$ cat config.mk
export PLATFORM = sky130hd
export DESIGN_NAME = tpop_core
export DESIGN_NICKNAME = d
export VERILOG_FILES = /design/src/hw/tpop_pkg.sv /design/src/hw/tpop_core.sv
export SDC_FILE = /design/constraint.sdc
export NUM_CORES = 1
export LEC_CHECK = 0
export BUFFER_PORTS_ARGS = -buffer_cell sky130_fd_sc_hd__buf_2
export CAP_MARGIN = 20
export CORE_ASPECT_RATIO = 1.1
export CORE_MARGIN = 10
export CORE_UTILIZATION = 57
export CTS_BUF_LIST = sky130_fd_sc_hd__clkbuf_8
export DETAILED_ROUTE_END_ITERATION = 6
export HOLD_SLACK_MARGIN = 0.05
export PLACE_DENSITY = 0.82
export SLEW_MARGIN = 20
export SYNTH_ARGS = -nofsm -noshare
export SYNTH_HDL_FRONTEND = slang
export SYNTH_SLANG_ARGS = --single-unit
$ cat constraint.sdc
create_clock -name clock -period 5.8 [get_ports clock]
set_input_delay 0.29 -clock clock [delete_from_list [all_inputs] [get_ports clock]]
set_output_delay 0.29 -clock clock [all_outputs]
set_load 0.05 [all_outputs]
$ cat src/hw/tpop_pkg.sv
// Package for the tracking position output port: timing, codes, carriers.
// Assumes a single 100 MHz clock; no other file defines these names.

package tpop_pkg;

   // ------------------------------------------------------------------
   // Timing
   // ------------------------------------------------------------------
   localparam int CLK_PERIOD_NS = 10;
   // Busy width per step; must stay well below the settle time
   localparam int BUSY_TIME_NS = 150;
   localparam int BUSY_CYC = (BUSY_TIME_NS + CLK_PERIOD_NS - 1) / CLK_PERIOD_NS;
   localparam int WRAP_TIME_NS = 100;
   localparam int WRAP_CYC = (WRAP_TIME_NS + CLK_PERIOD_NS - 1) / CLK_PERIOD_NS;
   localparam int SETTLE_TIME_NS = 600;
   localparam int SETTLE_CYC = SETTLE_TIME_NS / CLK_PERIOD_NS;
   // Input synchroniser depth plus state register
   localparam int PIN_LATENCY = 4;

   // ------------------------------------------------------------------
   // Word and resolution
   // ------------------------------------------------------------------
   localparam int POS_W = 16;
   localparam logic [1:0] RES_10 = 2'h0;
   localparam logic [1:0] RES_12 = 2'h1;
   localparam logic [1:0] RES_14 = 2'h2;
   localparam logic [1:0] RES_16 = 2'h3;
   localparam logic [15:0] POS_ONES = 16'hFFFF;
   localparam logic [15:0] POS_ONE = 16'h0001;

   // ------------------------------------------------------------------
   // Register map
   // ------------------------------------------------------------------
   localparam logic [7:0] REG_STATUS = 8'h00;
   localparam logic [7:0] REG_CLEAR = 8'h04;
   localparam logic [7:0] REG_ENABLE = 8'h08;
   localparam logic [7:0] REG_POSITION = 8'h0C;
   localparam logic [7:0] REG_PINS = 8'h10;
   localparam int EV_W = 3;
   localparam int EV_STEP = 0;
   localparam int EV_WRAP = 1;
   localparam int EV_REVERSE = 2;

   // ------------------------------------------------------------------
   // Carriers and states
   // ------------------------------------------------------------------
   typedef struct packed {
      logic step_down;
      logic step_up;
      logic [1:0] res_sel;
      logic byte_select;
      logic output_enable_n;
      logic latch_freeze_n;
      logic pin_dir;
   } tpop_pins_t;

   localparam tpop_pins_t PINS_RESET = '{step_down: 1'b0, step_up: 1'b0,
      res_sel: RES_16, byte_select: 1'b0, output_enable_n: 1'b1,
      latch_freeze_n: 1'b1, pin_dir: 1'b0};

   typedef enum logic [1:0] {
      FRZ_FOLLOW = 2'h0,
      FRZ_WAIT = 2'h1,
      FRZ_HOLD = 2'h3
   } tpop_frz_t;

   // Unused low bits per resolution code
   function automatic logic [3:0] res_shift(input logic [1:0] code);
      logic [3:0] s;
      s = 4'h0;
      unique case (code)
         RES_10: s = 4'h6;
         RES_12: s = 4'h4;
         RES_14: s = 4'h2;
         RES_16: s = 4'h0;
      endcase
      return s;
   endfunction : res_shift

endpackage : tpop_pkg

$ cat src/hw/tpop_core.sv
// Tracking position output port: counter, busy, wrap, latches, byte bus.
// Assumes step pulses and host pins arrive asynchronous to clock.
//
// Contract
// RQ1 - Count follows each single LSB input step
// RQ2 - One busy pulse per count step
// RQ3 - Busy high while count is changing
// RQ4 - Enable high floats the data pins
// RQ5 - Enable low drives latch contents onto pins
// RQ6 - Byte select picks high or low byte
// RQ7 - Freeze low stops latch updates
// RQ8 - Pin direction low makes pins inputs
// RQ9 - Direction output shows rotation sense
// RQ10 - Wrap pulse on all-ones/all-zeros crossing
// RQ11 - Select inputs set 10/12/14/16 bit width
// RQ12 - Host changes resolution only while not busy
// RQ13 - Counter tracks every step without commands
// RQ14 - Latched data stable within 600 ns
// RQ15 - Direction latched, valid before wrap pulse
// RQ16 - Wrap and direction ignore freeze
// RQ17 - Unused low bits zero, fixed select map
// RQ18 - Host holds freeze through both byte reads
//
// Local design decisions: the placing of the registers and the strobed register port.

`timescale 1ns/1ps
`default_nettype none

module tpop_core #(
   parameter int BUSY_CYCLES = tpop_pkg::BUSY_CYC,
   parameter int WRAP_CYCLES = tpop_pkg::WRAP_CYC,
   parameter int SETTLE_CYCLES = tpop_pkg::SETTLE_CYC
) (
   // Clock and reset
   input wire logic clock,
   input wire logic rst,
   // Step pulses from the tracking loop
   input wire logic step_up,
   input wire logic step_down,
   // Host control pins
   input wire logic resolution_select_a,
   input wire logic resolution_select_b,
   input wire logic byte_select,
   input wire logic output_enable_n,
   input wire logic latch_freeze_n,
   input wire logic pin_dir,
   // Status pins
   output logic busy,
   output logic direction,
   output logic turn_wrap_pulse,
   // Data pins
   input wire logic [15:0] position_pins_in,
   output logic [15:0] position_pins_out,
   output logic [15:0] position_pins_oe_n,
   // Register port
   input wire logic [7:0] reg_addr,
   input wire logic [31:0] reg_wdata,
   input wire logic reg_write,
   input wire logic reg_read,
   output logic [31:0] reg_rdata,
   output logic irq
);

   // ------------------------------------------------------------------
   // Elaboration checks
   // ------------------------------------------------------------------
   // Filter, state change and pin register all eat into the settle time
   localparam int DEADLINE = SETTLE_CYCLES - tpop_pkg::PIN_LATENCY - 3;
   if (BUSY_CYCLES < 1 || BUSY_CYCLES >= DEADLINE || BUSY_CYCLES > 255)
   begin : g_bad_busy
      $error("busy width must be 1..255 and below the settle time");
   end
   if (WRAP_CYCLES < 1 || WRAP_CYCLES > 255)
   begin : g_bad_wrap
      $error("wrap width must be 1..255");
   end
   if (DEADLINE < 2 || DEADLINE > 255)
   begin : g_bad_settle
      $error("settle time out of range");
   end

   localparam int PW = $bits(tpop_pkg::tpop_pins_t);
   localparam logic [7:0] BUSY_LOAD = 8'(BUSY_CYCLES);
   localparam logic [7:0] WRAP_LOAD = 8'(WRAP_CYCLES);
   localparam logic [7:0] WAIT_LIMIT = 8'(DEADLINE);

   // ------------------------------------------------------------------
   // Pin synchronisers
   // ------------------------------------------------------------------
   // A bit changes only once stages two and three agree, so a glitch
   // shorter than a clock never reaches the counter.
   tpop_pkg::tpop_pins_t raw;
   tpop_pkg::tpop_pins_t filt;
   tpop_pkg::tpop_pins_t filt_d;
   logic [PW-1:0] sync_s1;
   logic [PW-1:0] sync_s2;
   logic [PW-1:0] sync_s3;
   logic [PW-1:0] next_filt;

   assign raw = '{step_down: step_down, step_up: step_up,
      res_sel: {resolution_select_b, resolution_select_a},
      byte_select: byte_select, output_enable_n: output_enable_n,
      latch_freeze_n: latch_freeze_n, pin_dir: pin_dir};

   for (genvar i = 0; i < PW; i++)
   begin : g_filt
      assign next_filt[i] = (sync_s2[i] & sync_s3[i]) |
         (filt[i] & (sync_s2[i] | sync_s3[i]));
   end

   always_ff @(posedge clock or posedge rst)
   begin
      if (rst)
      begin
         sync_s1 <= tpop_pkg::PINS_RESET;
         sync_s2 <= tpop_pkg::PINS_RESET;
         sync_s3 <= tpop_pkg::PINS_RESET;
         filt <= tpop_pkg::PINS_RESET;
         filt_d <= tpop_pkg::PINS_RESET;
      end
      else
      begin
         sync_s1 <= raw;
         sync_s2 <= sync_s1;
         sync_s3 <= sync_s2;
         filt <= next_filt;
         filt_d <= filt;
      end
   end

   // ------------------------------------------------------------------
   // Position counter
   // ------------------------------------------------------------------
   logic [15:0] count;
   logic [15:0] next_count;
   logic [15:0] pos_mask;
   logic [15:0] pos_step;
   logic [3:0] shift;
   logic up_edge;
   logic down_edge;
   logic up_evt;
   logic down_evt;
   logic wrap_evt;
   logic reverse_evt;

   assign up_edge = filt.step_up & ~filt_d.step_up;
   assign down_edge = filt.step_down & ~filt_d.step_down;
   // Opposite steps in one cycle cancel out
   assign up_evt = up_edge & ~down_edge; // [RQ1] [RQ13]
   assign down_evt = down_edge & ~up_edge; // [RQ1] [RQ13]
   assign shift = tpop_pkg::res_shift(filt.res_sel); // [RQ11] [RQ17]
   assign pos_mask = tpop_pkg::POS_ONES << shift; // [RQ17]
   assign pos_step = tpop_pkg::POS_ONE << shift; // [RQ11]
   // Changing resolution mid-step is the host's hazard; mask re-applies
   assign next_count = up_evt ? ((count + pos_step) & pos_mask) :
      down_evt ? ((count - pos_step) & pos_mask) :
      (count & pos_mask); // [RQ1] [RQ12] [RQ17]
   assign wrap_evt = (up_evt & ((count | ~pos_mask) == tpop_pkg::POS_ONES)) |
      (down_evt & ((count & pos_mask) == '0)); // [RQ10]
   assign reverse_evt = (up_evt & ~direction) | (down_evt & direction);

   logic wrap_evt_d;
   logic [7:0] busy_cnt;
   logic [7:0] next_busy_cnt;
   logic [7:0] wrap_cnt;
   logic [7:0] next_wrap_cnt;

   assign next_busy_cnt = (up_evt | down_evt) ? BUSY_LOAD :
      (busy_cnt != '0) ? busy_cnt - 8'h01 : busy_cnt; // [RQ2] [RQ3]
   // Wrap trails direction by a cycle so direction is always settled
   assign next_wrap_cnt = wrap_evt_d ? WRAP_LOAD :
      (wrap_cnt != '0) ? wrap_cnt - 8'h01 : wrap_cnt; // [RQ15]

   always_ff @(posedge clock or posedge rst)
   begin
      if (rst)
      begin
         count <= '0;
         direction <= 1'b1;
         busy_cnt <= '0;
         busy <= 1'b0;
         wrap_evt_d <= 1'b0;
         wrap_cnt <= '0;
         turn_wrap_pulse <= 1'b0;
      end
      else
      begin
         count <= next_count; // [RQ1]
         direction <= up_evt ? 1'b1 : down_evt ? 1'b0 : direction; // [RQ9] [RQ15] [RQ16]
         busy_cnt <= next_busy_cnt;
         busy <= next_busy_cnt != '0; // [RQ2] [RQ3]
         wrap_evt_d <= wrap_evt;
         wrap_cnt <= next_wrap_cnt;
         turn_wrap_pulse <= next_wrap_cnt != '0; // [RQ10] [RQ16]
      end
   end

   // ------------------------------------------------------------------
   // Output latch freeze
   // ------------------------------------------------------------------
   // A pending busy may finish first; the deadline keeps data ready
   // inside the settle time even under continuous stepping.
   tpop_pkg::tpop_frz_t frz;
   tpop_pkg::tpop_frz_t next_frz;
   logic [7:0] wait_cnt;
   logic [15:0] out_latch;
   logic freeze_req;
   logic load_latch;

   assign freeze_req = ~filt.latch_freeze_n; // [RQ7]
   assign load_latch = (frz != tpop_pkg::FRZ_HOLD) & ~busy; // [RQ3] [RQ7]

   always_comb
   begin
      next_frz = frz;
      unique case (frz)
         tpop_pkg::FRZ_FOLLOW:
            if (freeze_req)
               next_frz = busy ? tpop_pkg::FRZ_WAIT : tpop_pkg::FRZ_HOLD;
         tpop_pkg::FRZ_WAIT:
            if (!freeze_req)
               next_frz = tpop_pkg::FRZ_FOLLOW;
            else if (!busy || wait_cnt == WAIT_LIMIT)
               next_frz = tpop_pkg::FRZ_HOLD; // [RQ14]
         tpop_pkg::FRZ_HOLD:
            if (!freeze_req)
               next_frz = tpop_pkg::FRZ_FOLLOW; // [RQ18]
         default:
            next_frz = tpop_pkg::FRZ_FOLLOW;
      endcase
   end

   always_ff @(posedge clock or posedge rst)
   begin
      if (rst)
      begin
         frz <= tpop_pkg::FRZ_FOLLOW;
         wait_cnt <= '0;
         out_latch <= '0;
      end
      else
      begin
         frz <= next_frz;
         wait_cnt <= (frz == tpop_pkg::FRZ_WAIT) ? wait_cnt + 8'h01 : 8'h00;
         if (load_latch)
            out_latch <= count; // [RQ7] [RQ14]
      end
   end

   // ------------------------------------------------------------------
   // Data pins
   // ------------------------------------------------------------------
   logic drive;
   logic [7:0] lane_byte;

   // Pins as inputs are only listened to by the register port
   assign drive = ~filt.output_enable_n & filt.pin_dir; // [RQ4] [RQ5] [RQ8]
   assign lane_byte = filt.byte_select ? out_latch[15:8] :
      out_latch[7:0]; // [RQ6]

   always_ff @(posedge clock or posedge rst)
   begin
      if (rst)
      begin
         position_pins_out <= '0;
         position_pins_oe_n <= '1;
      end
      else
      begin
         position_pins_out <= {out_latch[15:8], lane_byte}; // [RQ5] [RQ6]
         position_pins_oe_n <= {16{~drive}}; // [RQ4] [RQ8]
      end
   end

   // ------------------------------------------------------------------
   // Register port and interrupt
   // ------------------------------------------------------------------
   logic [tpop_pkg::EV_W-1:0] status;
   logic [tpop_pkg::EV_W-1:0] enable;
   logic [tpop_pkg::EV_W-1:0] events;
   logic [tpop_pkg::EV_W-1:0] clr;
   logic [tpop_pkg::EV_W-1:0] next_status;
   logic [tpop_pkg::EV_W-1:0] next_enable;
   logic [31:0] read_mux;
   logic wr_clear;
   logic wr_enable;

   assign events[tpop_pkg::EV_STEP] = up_evt | down_evt;
   assign events[tpop_pkg::EV_WRAP] = wrap_evt;
   assign events[tpop_pkg::EV_REVERSE] = reverse_evt;
   assign wr_clear = reg_write & (reg_addr == tpop_pkg::REG_CLEAR);
   assign wr_enable = reg_write & (reg_addr == tpop_pkg::REG_ENABLE);
   assign clr = wr_clear ? reg_wdata[tpop_pkg::EV_W-1:0] : '0;
   // Set beats clear so no event is lost
   assign next_status = (status & ~clr) | events;
   assign next_enable = wr_enable ? reg_wdata[tpop_pkg::EV_W-1:0] : enable;

   always_comb
   begin
      read_mux = '0;
      unique case (reg_addr)
         tpop_pkg::REG_STATUS: read_mux = {29'h0, status};
         tpop_pkg::REG_ENABLE: read_mux = {29'h0, enable};
         tpop_pkg::REG_POSITION: read_mux = {out_latch, count};
         tpop_pkg::REG_PINS: read_mux = {position_pins_in, 4'h0,
            frz == tpop_pkg::FRZ_HOLD, busy, direction, filt.res_sel,
            filt.byte_select, filt.output_enable_n,
            filt.latch_freeze_n, filt.pin_dir, shift[2:1], 1'b0};
         default: read_mux = '0;
      endcase
   end

   always_ff @(posedge clock or posedge rst)
   begin
      if (rst)
      begin
         status <= '0;
         enable <= '0;
         irq <= 1'b0;
         reg_rdata <= '0;
      end
      else
      begin
         status <= next_status;
         enable <= next_enable;
         irq <= |(next_status & next_enable);
         reg_rdata <= reg_read ? read_mux : 32'h0;
      end
   end

endmodule : tpop_core

`default_nettype wire

* Yosys cells after proc, flatten, opt, wreduce, memory -nomap -nowiden *
Index checks and enable logic that the tools add are counted.

operators by class
  multiplexer cells = 21
  bitwise logic cells = 64
  shift operators = 2
  add/subtract/negate cells = 5
  eq/ne operators = 15
  reduce and logical (&&, ||, !) cells = 13

operators by type and width
  cell                                                                   count
  32-bit one-hot mux with 4 select lines                                 1
  16-bit bitwise AND                                                     3
  8-bit 2-to-1 mux                                                       6
  16-bit 2-to-1 mux                                                      2
  32-bit 2-to-1 mux                                                      1
  8-bit nonzero test                                                     4
  1-bit bitwise AND                                                      28
  1-bit OR                                                               19
  16-bit adder                                                           1
  16-bit equality test, second input constant                            1
  8-bit by 4-bit equality test with 1-bit output, second input constant  2
  16-bit zero test                                                       1
  16-bit inverter                                                        1
  16-bit OR                                                              1
  4-bit one-hot mux with 4 select lines                                  1
  1-bit by 4-bit left shift with 16-bit output, first input constant     1
  16-bit by 4-bit left shift with 16-bit output, first input constant    1
  16-bit subtractor                                                      1
  8-bit by 1-bit subtractor with 8-bit output, second input constant     2
  2-bit 2-to-1 mux                                                       5
  8-bit by 1-bit adder with 8-bit output, second input constant          1
  8-bit by 3-bit equality test with 1-bit output, second input constant  1
  8-bit by 5-bit equality test with 1-bit output, second input constant  1
  8-bit by 6-bit equality test with 1-bit output, second input constant  1
  18 further kinds                                                       34

storage, ports and cells
  output and inout port bits = 68
  logic and storage cells = 148
  flip-flop bits (word level) = 152

* Longest topological paths before layout *
  depth after elaboration = 11
  depth in mapped cells = 12
  gate-level depth less buffers = 10

* Worst setup path before layout *
OpenSTA, ideal clock, no wires.

  path kind = flip-flop to flip-flop
  from = register filt[4] in the netlist's numbering
  to = register count[15]
  library setup time = 0.149 ns
  clock period less this slack = 2.450 ns
  slack = 3.350 ns
  buffers on the path = 2
  cell stages (with the launch flop) = 11
  arrival = 2.301 ns
  cell sequence = dfstp_2 -> clkbuf_2 -> nand2_1 -> ha_1 -> and3b_1 -> a311o_1 -> a21o_1 -> buf_2 -> and3_1 -> o211ai_1 -> o311ai_0

between the ends
  word-level cells in the longest chain between the ends = 7
  elaborated cells on any way between the ends = 14
  those cells by class = add/sub: 2; eq/ne: 3; shift: 2; mux: 3; bitwise: 3; reduce/logical: 1

ends and longest elaborated chain
  element                                            RTL line          text
  from (decl)                                        tpop_core.sv:93   tpop_pkg::tpop_pins_t filt;
  from (signal assigned)                             tpop_core.sv:118  filt <= tpop_pkg::PINS_RESET;
  from (signal assigned)                             tpop_core.sv:126  filt <= next_filt;
  2-bit equality test, or another cell as far along  tpop_pkg.sv:71    unique case (code)
  4-bit one-hot mux with 4 select lines (*)          tpop_pkg.sv:71
  1-bit by 4-bit left shift with 16-bit output       tpop_core.sv:153  assign pos_step = tpop_pkg::POS_ONE << shift;
  16-bit subtractor                                  tpop_core.sv:156  down_evt ? ((count - pos_step) & pos_mask) :
  16-bit bitwise AND                                 tpop_core.sv:156
  16-bit 2-to-1 mux                                  tpop_core.sv:156
  16-bit 2-to-1 mux (*)                              tpop_core.sv:155  assign next_count = up_evt ? ((count + pos_step) & pos_mask) :
  to (signal assigned)                               tpop_core.sv:188  count <= next_count;
  to (decl)                                          tpop_core.sv:134  logic [15:0] count;

Every way passes the cells marked *; elsewhere a longest branch is shown, timed or not. The select of a mux whose other input is x is not followed.
A chain may end at the register's enable or synchronous reset.

* Worst setup path in the final report *
  from = register filt_d[6] in the netlist's numbering
  to = register count[13]

between the ends
  elaborated cells on any way between the ends = 7
  those cells by class = mux: 2; bitwise: 5

RTL lines
  element                 RTL line          text
  from (decl)             tpop_core.sv:94   tpop_pkg::tpop_pins_t filt_d;
  from (signal assigned)  tpop_core.sv:119  filt_d <= tpop_pkg::PINS_RESET;
  from (signal assigned)  tpop_core.sv:127  filt_d <= filt;
  1-bit inverter          tpop_core.sv:146  assign up_edge = filt.step_up & ~filt_d.step_up;
  1-bit bitwise AND       tpop_core.sv:146
  1-bit bitwise AND       tpop_core.sv:149  assign up_evt = up_edge & ~down_edge;
  net up_evt              tpop_core.sv:141  logic up_evt;
  16-bit 2-to-1 mux       tpop_core.sv:155

The timed path passes the listed nets, and every way through them passes these cells.

==> impl_metrics.yaml <==
clock_network:
  cts_resized: 0
  root_buffer: "clkbuf_8"
  insertion_delay_ns: 0.45
  clock_sinks: 152
  cts_tree: "yes"
  cts.path.max_buffers: 2
  cts_buffers: 17
  cts.clk_slew.worst_paths_ns: 0.08
  cts_setup_buffers: 0
  htreeDepth: 4
global_routing:
  grt_max_degree: 94
  grt_usage_pct: 18.6
  antenna_found_initial: 0
  grt_pass1_vias: 5217
  overflow: 0
  grt_pass1_wl_mm: 25.9
synth:
  synth_edf_count: 0
  yosysTopAreaCell: "dfrtp_1"
  synth_cells: 623
  synthFlopType: "dfrtp_1"
  synth-seq-cells: 152
  ys_seq_area_share_pct: 55.7
  synth_top_area_share_pct: 48.8
  async_flop_share_pct: 100
  yosys-top-cells-area: "dfrtp_1 (49%), dfstp_2 (6.9%), mux2_2 (4.9%), nor2_1 (4.6%), ha_1 (2.9%)"
  syn_area_per_cell_sq_um: 11.0
  ys_types: 65
  synth_warnings: 0
  synth_nets: 707
  synth_area_sq_mm: 0.00687
floorplan:
  initial_core_util_pct: 57.6
  die-area_sq_mm: 0.0168
  die_w_um: 125
  ios: 136
  core_sq_mm: 0.0119
  die_h_um: 135
  row_count: 42
sta:
  clock_skew_ns: 0.0119
  setup_violations: 0
  hold_ws_ns: 0.0863
  fin_ws_ns: 3.18
  fin_crit_sh_pct: 45.2
  tns_ns: 0
  post-route-min-period_ns: 2.62
  drv_slew: 0
  hold_violations: 0
  worst_pin_slew_ns: 0.935
  slew_headroom_pct: 37.7
  grt_setup_unrepaired: "no"
  max_freq_ghz: 0.381
power:
  power_frac_comb_pct: 27.9
  intPower_uw: 1890
  peakVddDrop_mv: 0.218
  swShare_pct: 37.0
  pwr_density_cell_mw_per_mm2: 382
  pwr-share-clk_pct: 24.6
  p_leak_uw: 0.00372
  p_switching_uw: 1110
  seqPwrFrac_pct: 47.5
route:
  drt_iter0_markers: 567
  wl_per_cell_um: 18.0
  routed_wl_mm: 15.8
  first_pass_iters: 5
  avgViaCountPerCell: 5.79
  dr_total_vias: 5104
  antenna_left: 0
  drcViolationCount: 0
layout:
  area_growth_syn_to_layout_pct: 14.4
  fill_cells: 883
  antenna_cells: 0
  drive_gt1_share_pct: 27.1
  nets: 798
placed_design:
  pre_cts_ws_ns: 3.02
  dpl.hpwl_mm: 11.0
  gp_congestion: 0.896
  port_buffers: 106
min_path:
  hp-class: "in -> reg"
setup_path:
  worstSetupPathType: "reg -> reg"
  path_max_fanout: 15
  cp-end-kind: "register"
  critPathLaunchType: "register"
  critical_path_required_ns: 6.11
  cp.arrival_ns: 2.94
status:
  status: "finished, final reports clean"
run:
  maxCapViolations: 0
[cell type report]
type	count	area [sq um]	area share (%)
well taps	154	193	2.45
inverters	24	95.1	1.21
clock buffers	19	262	3.33
clock inverters	13	105	1.34
repair buffers	119	658	8.37
multi-input cells	400	2720	34.6
flip-flops and latches	152	3830	48.7
[layer usage]
metal	vias up	wire, um	track usage, %
li1	2357	-	-
met1	2535	6510	22.5
met2	175	7910	30.9
met3	37	928	4.74
met4	0	476	8.10
met5	-	0	0
[synthesized netlist by cell type, drive strengths merged (11+ instances only)]
master	instances
dfrtp	134
nor2	85
nand2	33
mux2	30
a22oi	26
clkbuf	24
inv	24
buf	23
a21oi	19
dfstp	18
ha	16
nor3	16
xnor2	15
and3	13
nand3	13
o21ai	13
xor2	11
[final timing paths]
check / startpoint / endpoint / slack, ns / cells past startpoint
max reg2reg: filt_d[6]$_DFF_PP0_ / count[13]$_DFFE_PP0P_ / 3.18 / 8
min: position_pins_in[5] / reg_rdata[21]$_DFF_PP0_ / 0.09 / 3
min reg2reg: sync_s1[6]$_DFF_PP0_ / sync_s2[6]$_DFF_PP0_ / 0.35 / 0
min in group asynchronous: rst / reg_rdata[19]$_DFF_PP0_ / 0.54 / 3
max: filt_d[6]$_DFF_PP0_ / count[13]$_DFFE_PP0P_ / 3.18 / 8
max in group asynchronous: rst / filt[7]$_DFF_PP0_ / 4.06 / 4
[logic make-up (layout without fill, tap and decap cells)]
kind of cell | after synthesis | after routing | share of synthesized area [%]
and+or+nand+nor | 201 | 201 | 14.6
muxes | 38 | 38 | 6.08
AOI/OAI and AO/OA | 111 | 111 | 11.5
buffers and inverters | 71 | 175 | 4.83
DFF | 152 | 152 | 55.7
xor gates and xnor gates | 26 | 26 | 3.31
adders and majority gates | 24 | 24 | 4.08
[worst max-delay path, stage by stage (launching register included)]
cell and delay, ns:
dfrtp_1 0.36, nand2b_1 0.15, inv_1 0.06, ha_1 0.52
inv_1 0.42, nand2_1 0.45, nor3_1 0.13, a21bo_2 0.24
o21bai_1 0.15
[sequential cells by signal, summed over array words and instances, names as in the netlist, 16 cells and up]
name               flops
out_latch             16
reg_rdata             32
count                 16
position_pins_out     16
[placed cells by master, fill, tap and decap left out, types with 4 or more instances in the layout]
cell and n:
clkbuf_8 19, a22oi_1 26, nor3_1 16, xnor2_1 15
o211ai_1 7, nand2b_1 5, nand2_1 33, a21oi_1 19
nor2_1 85, dfstp_2 18, nand3b_1 4, o31ai_1 6
o21bai_1 4, and3_1 13, dfrtp_1 134, inv_1 26
o21ai_0 13, dlygate4sd3_1 9, nand3_1 12, buf_2 106
a211oi_1 4, nand4_1 4, ha_1 16, nor2b_1 6
maj3_1 8, mux2i_1 8, mux2_2 30, nor4_1 4
xor2_1 11
[stage by stage]
stage                     cell area (sq um)  std cells  utilization [%]  total power, uW
after global placement                 7390        839             61.9             2220
after global routing                   7860        881             65.9             3160
final                                  7860        881             65.9             3000
after CTS                              7840        880             65.7             3010
after detailed placement               7390        839             61.9             2270
after floorplan                        6870        623                -             2050
[power by group through the flow]
stage | combinational, uW | clock (uW) | sequential [uW]
3_3_place_gp | 792 | 0 | 1430
6_report | 838 | 738 | 1430
2_1_floorplan | 617 | 0 | 1440
3_5_place_dp | 825 | 0 | 1440
4_1_cts | 836 | 754 | 1420
5_1_grt | 914 | 803 | 1450
[repair_timing]
action | CTS | global route
endpoints found under the hold margin | 82 | 0
setup endpoints to repair | 0 | 0
hold buffers | 9 | 0
Note: power is estimated with default switching activity, not from simulation.
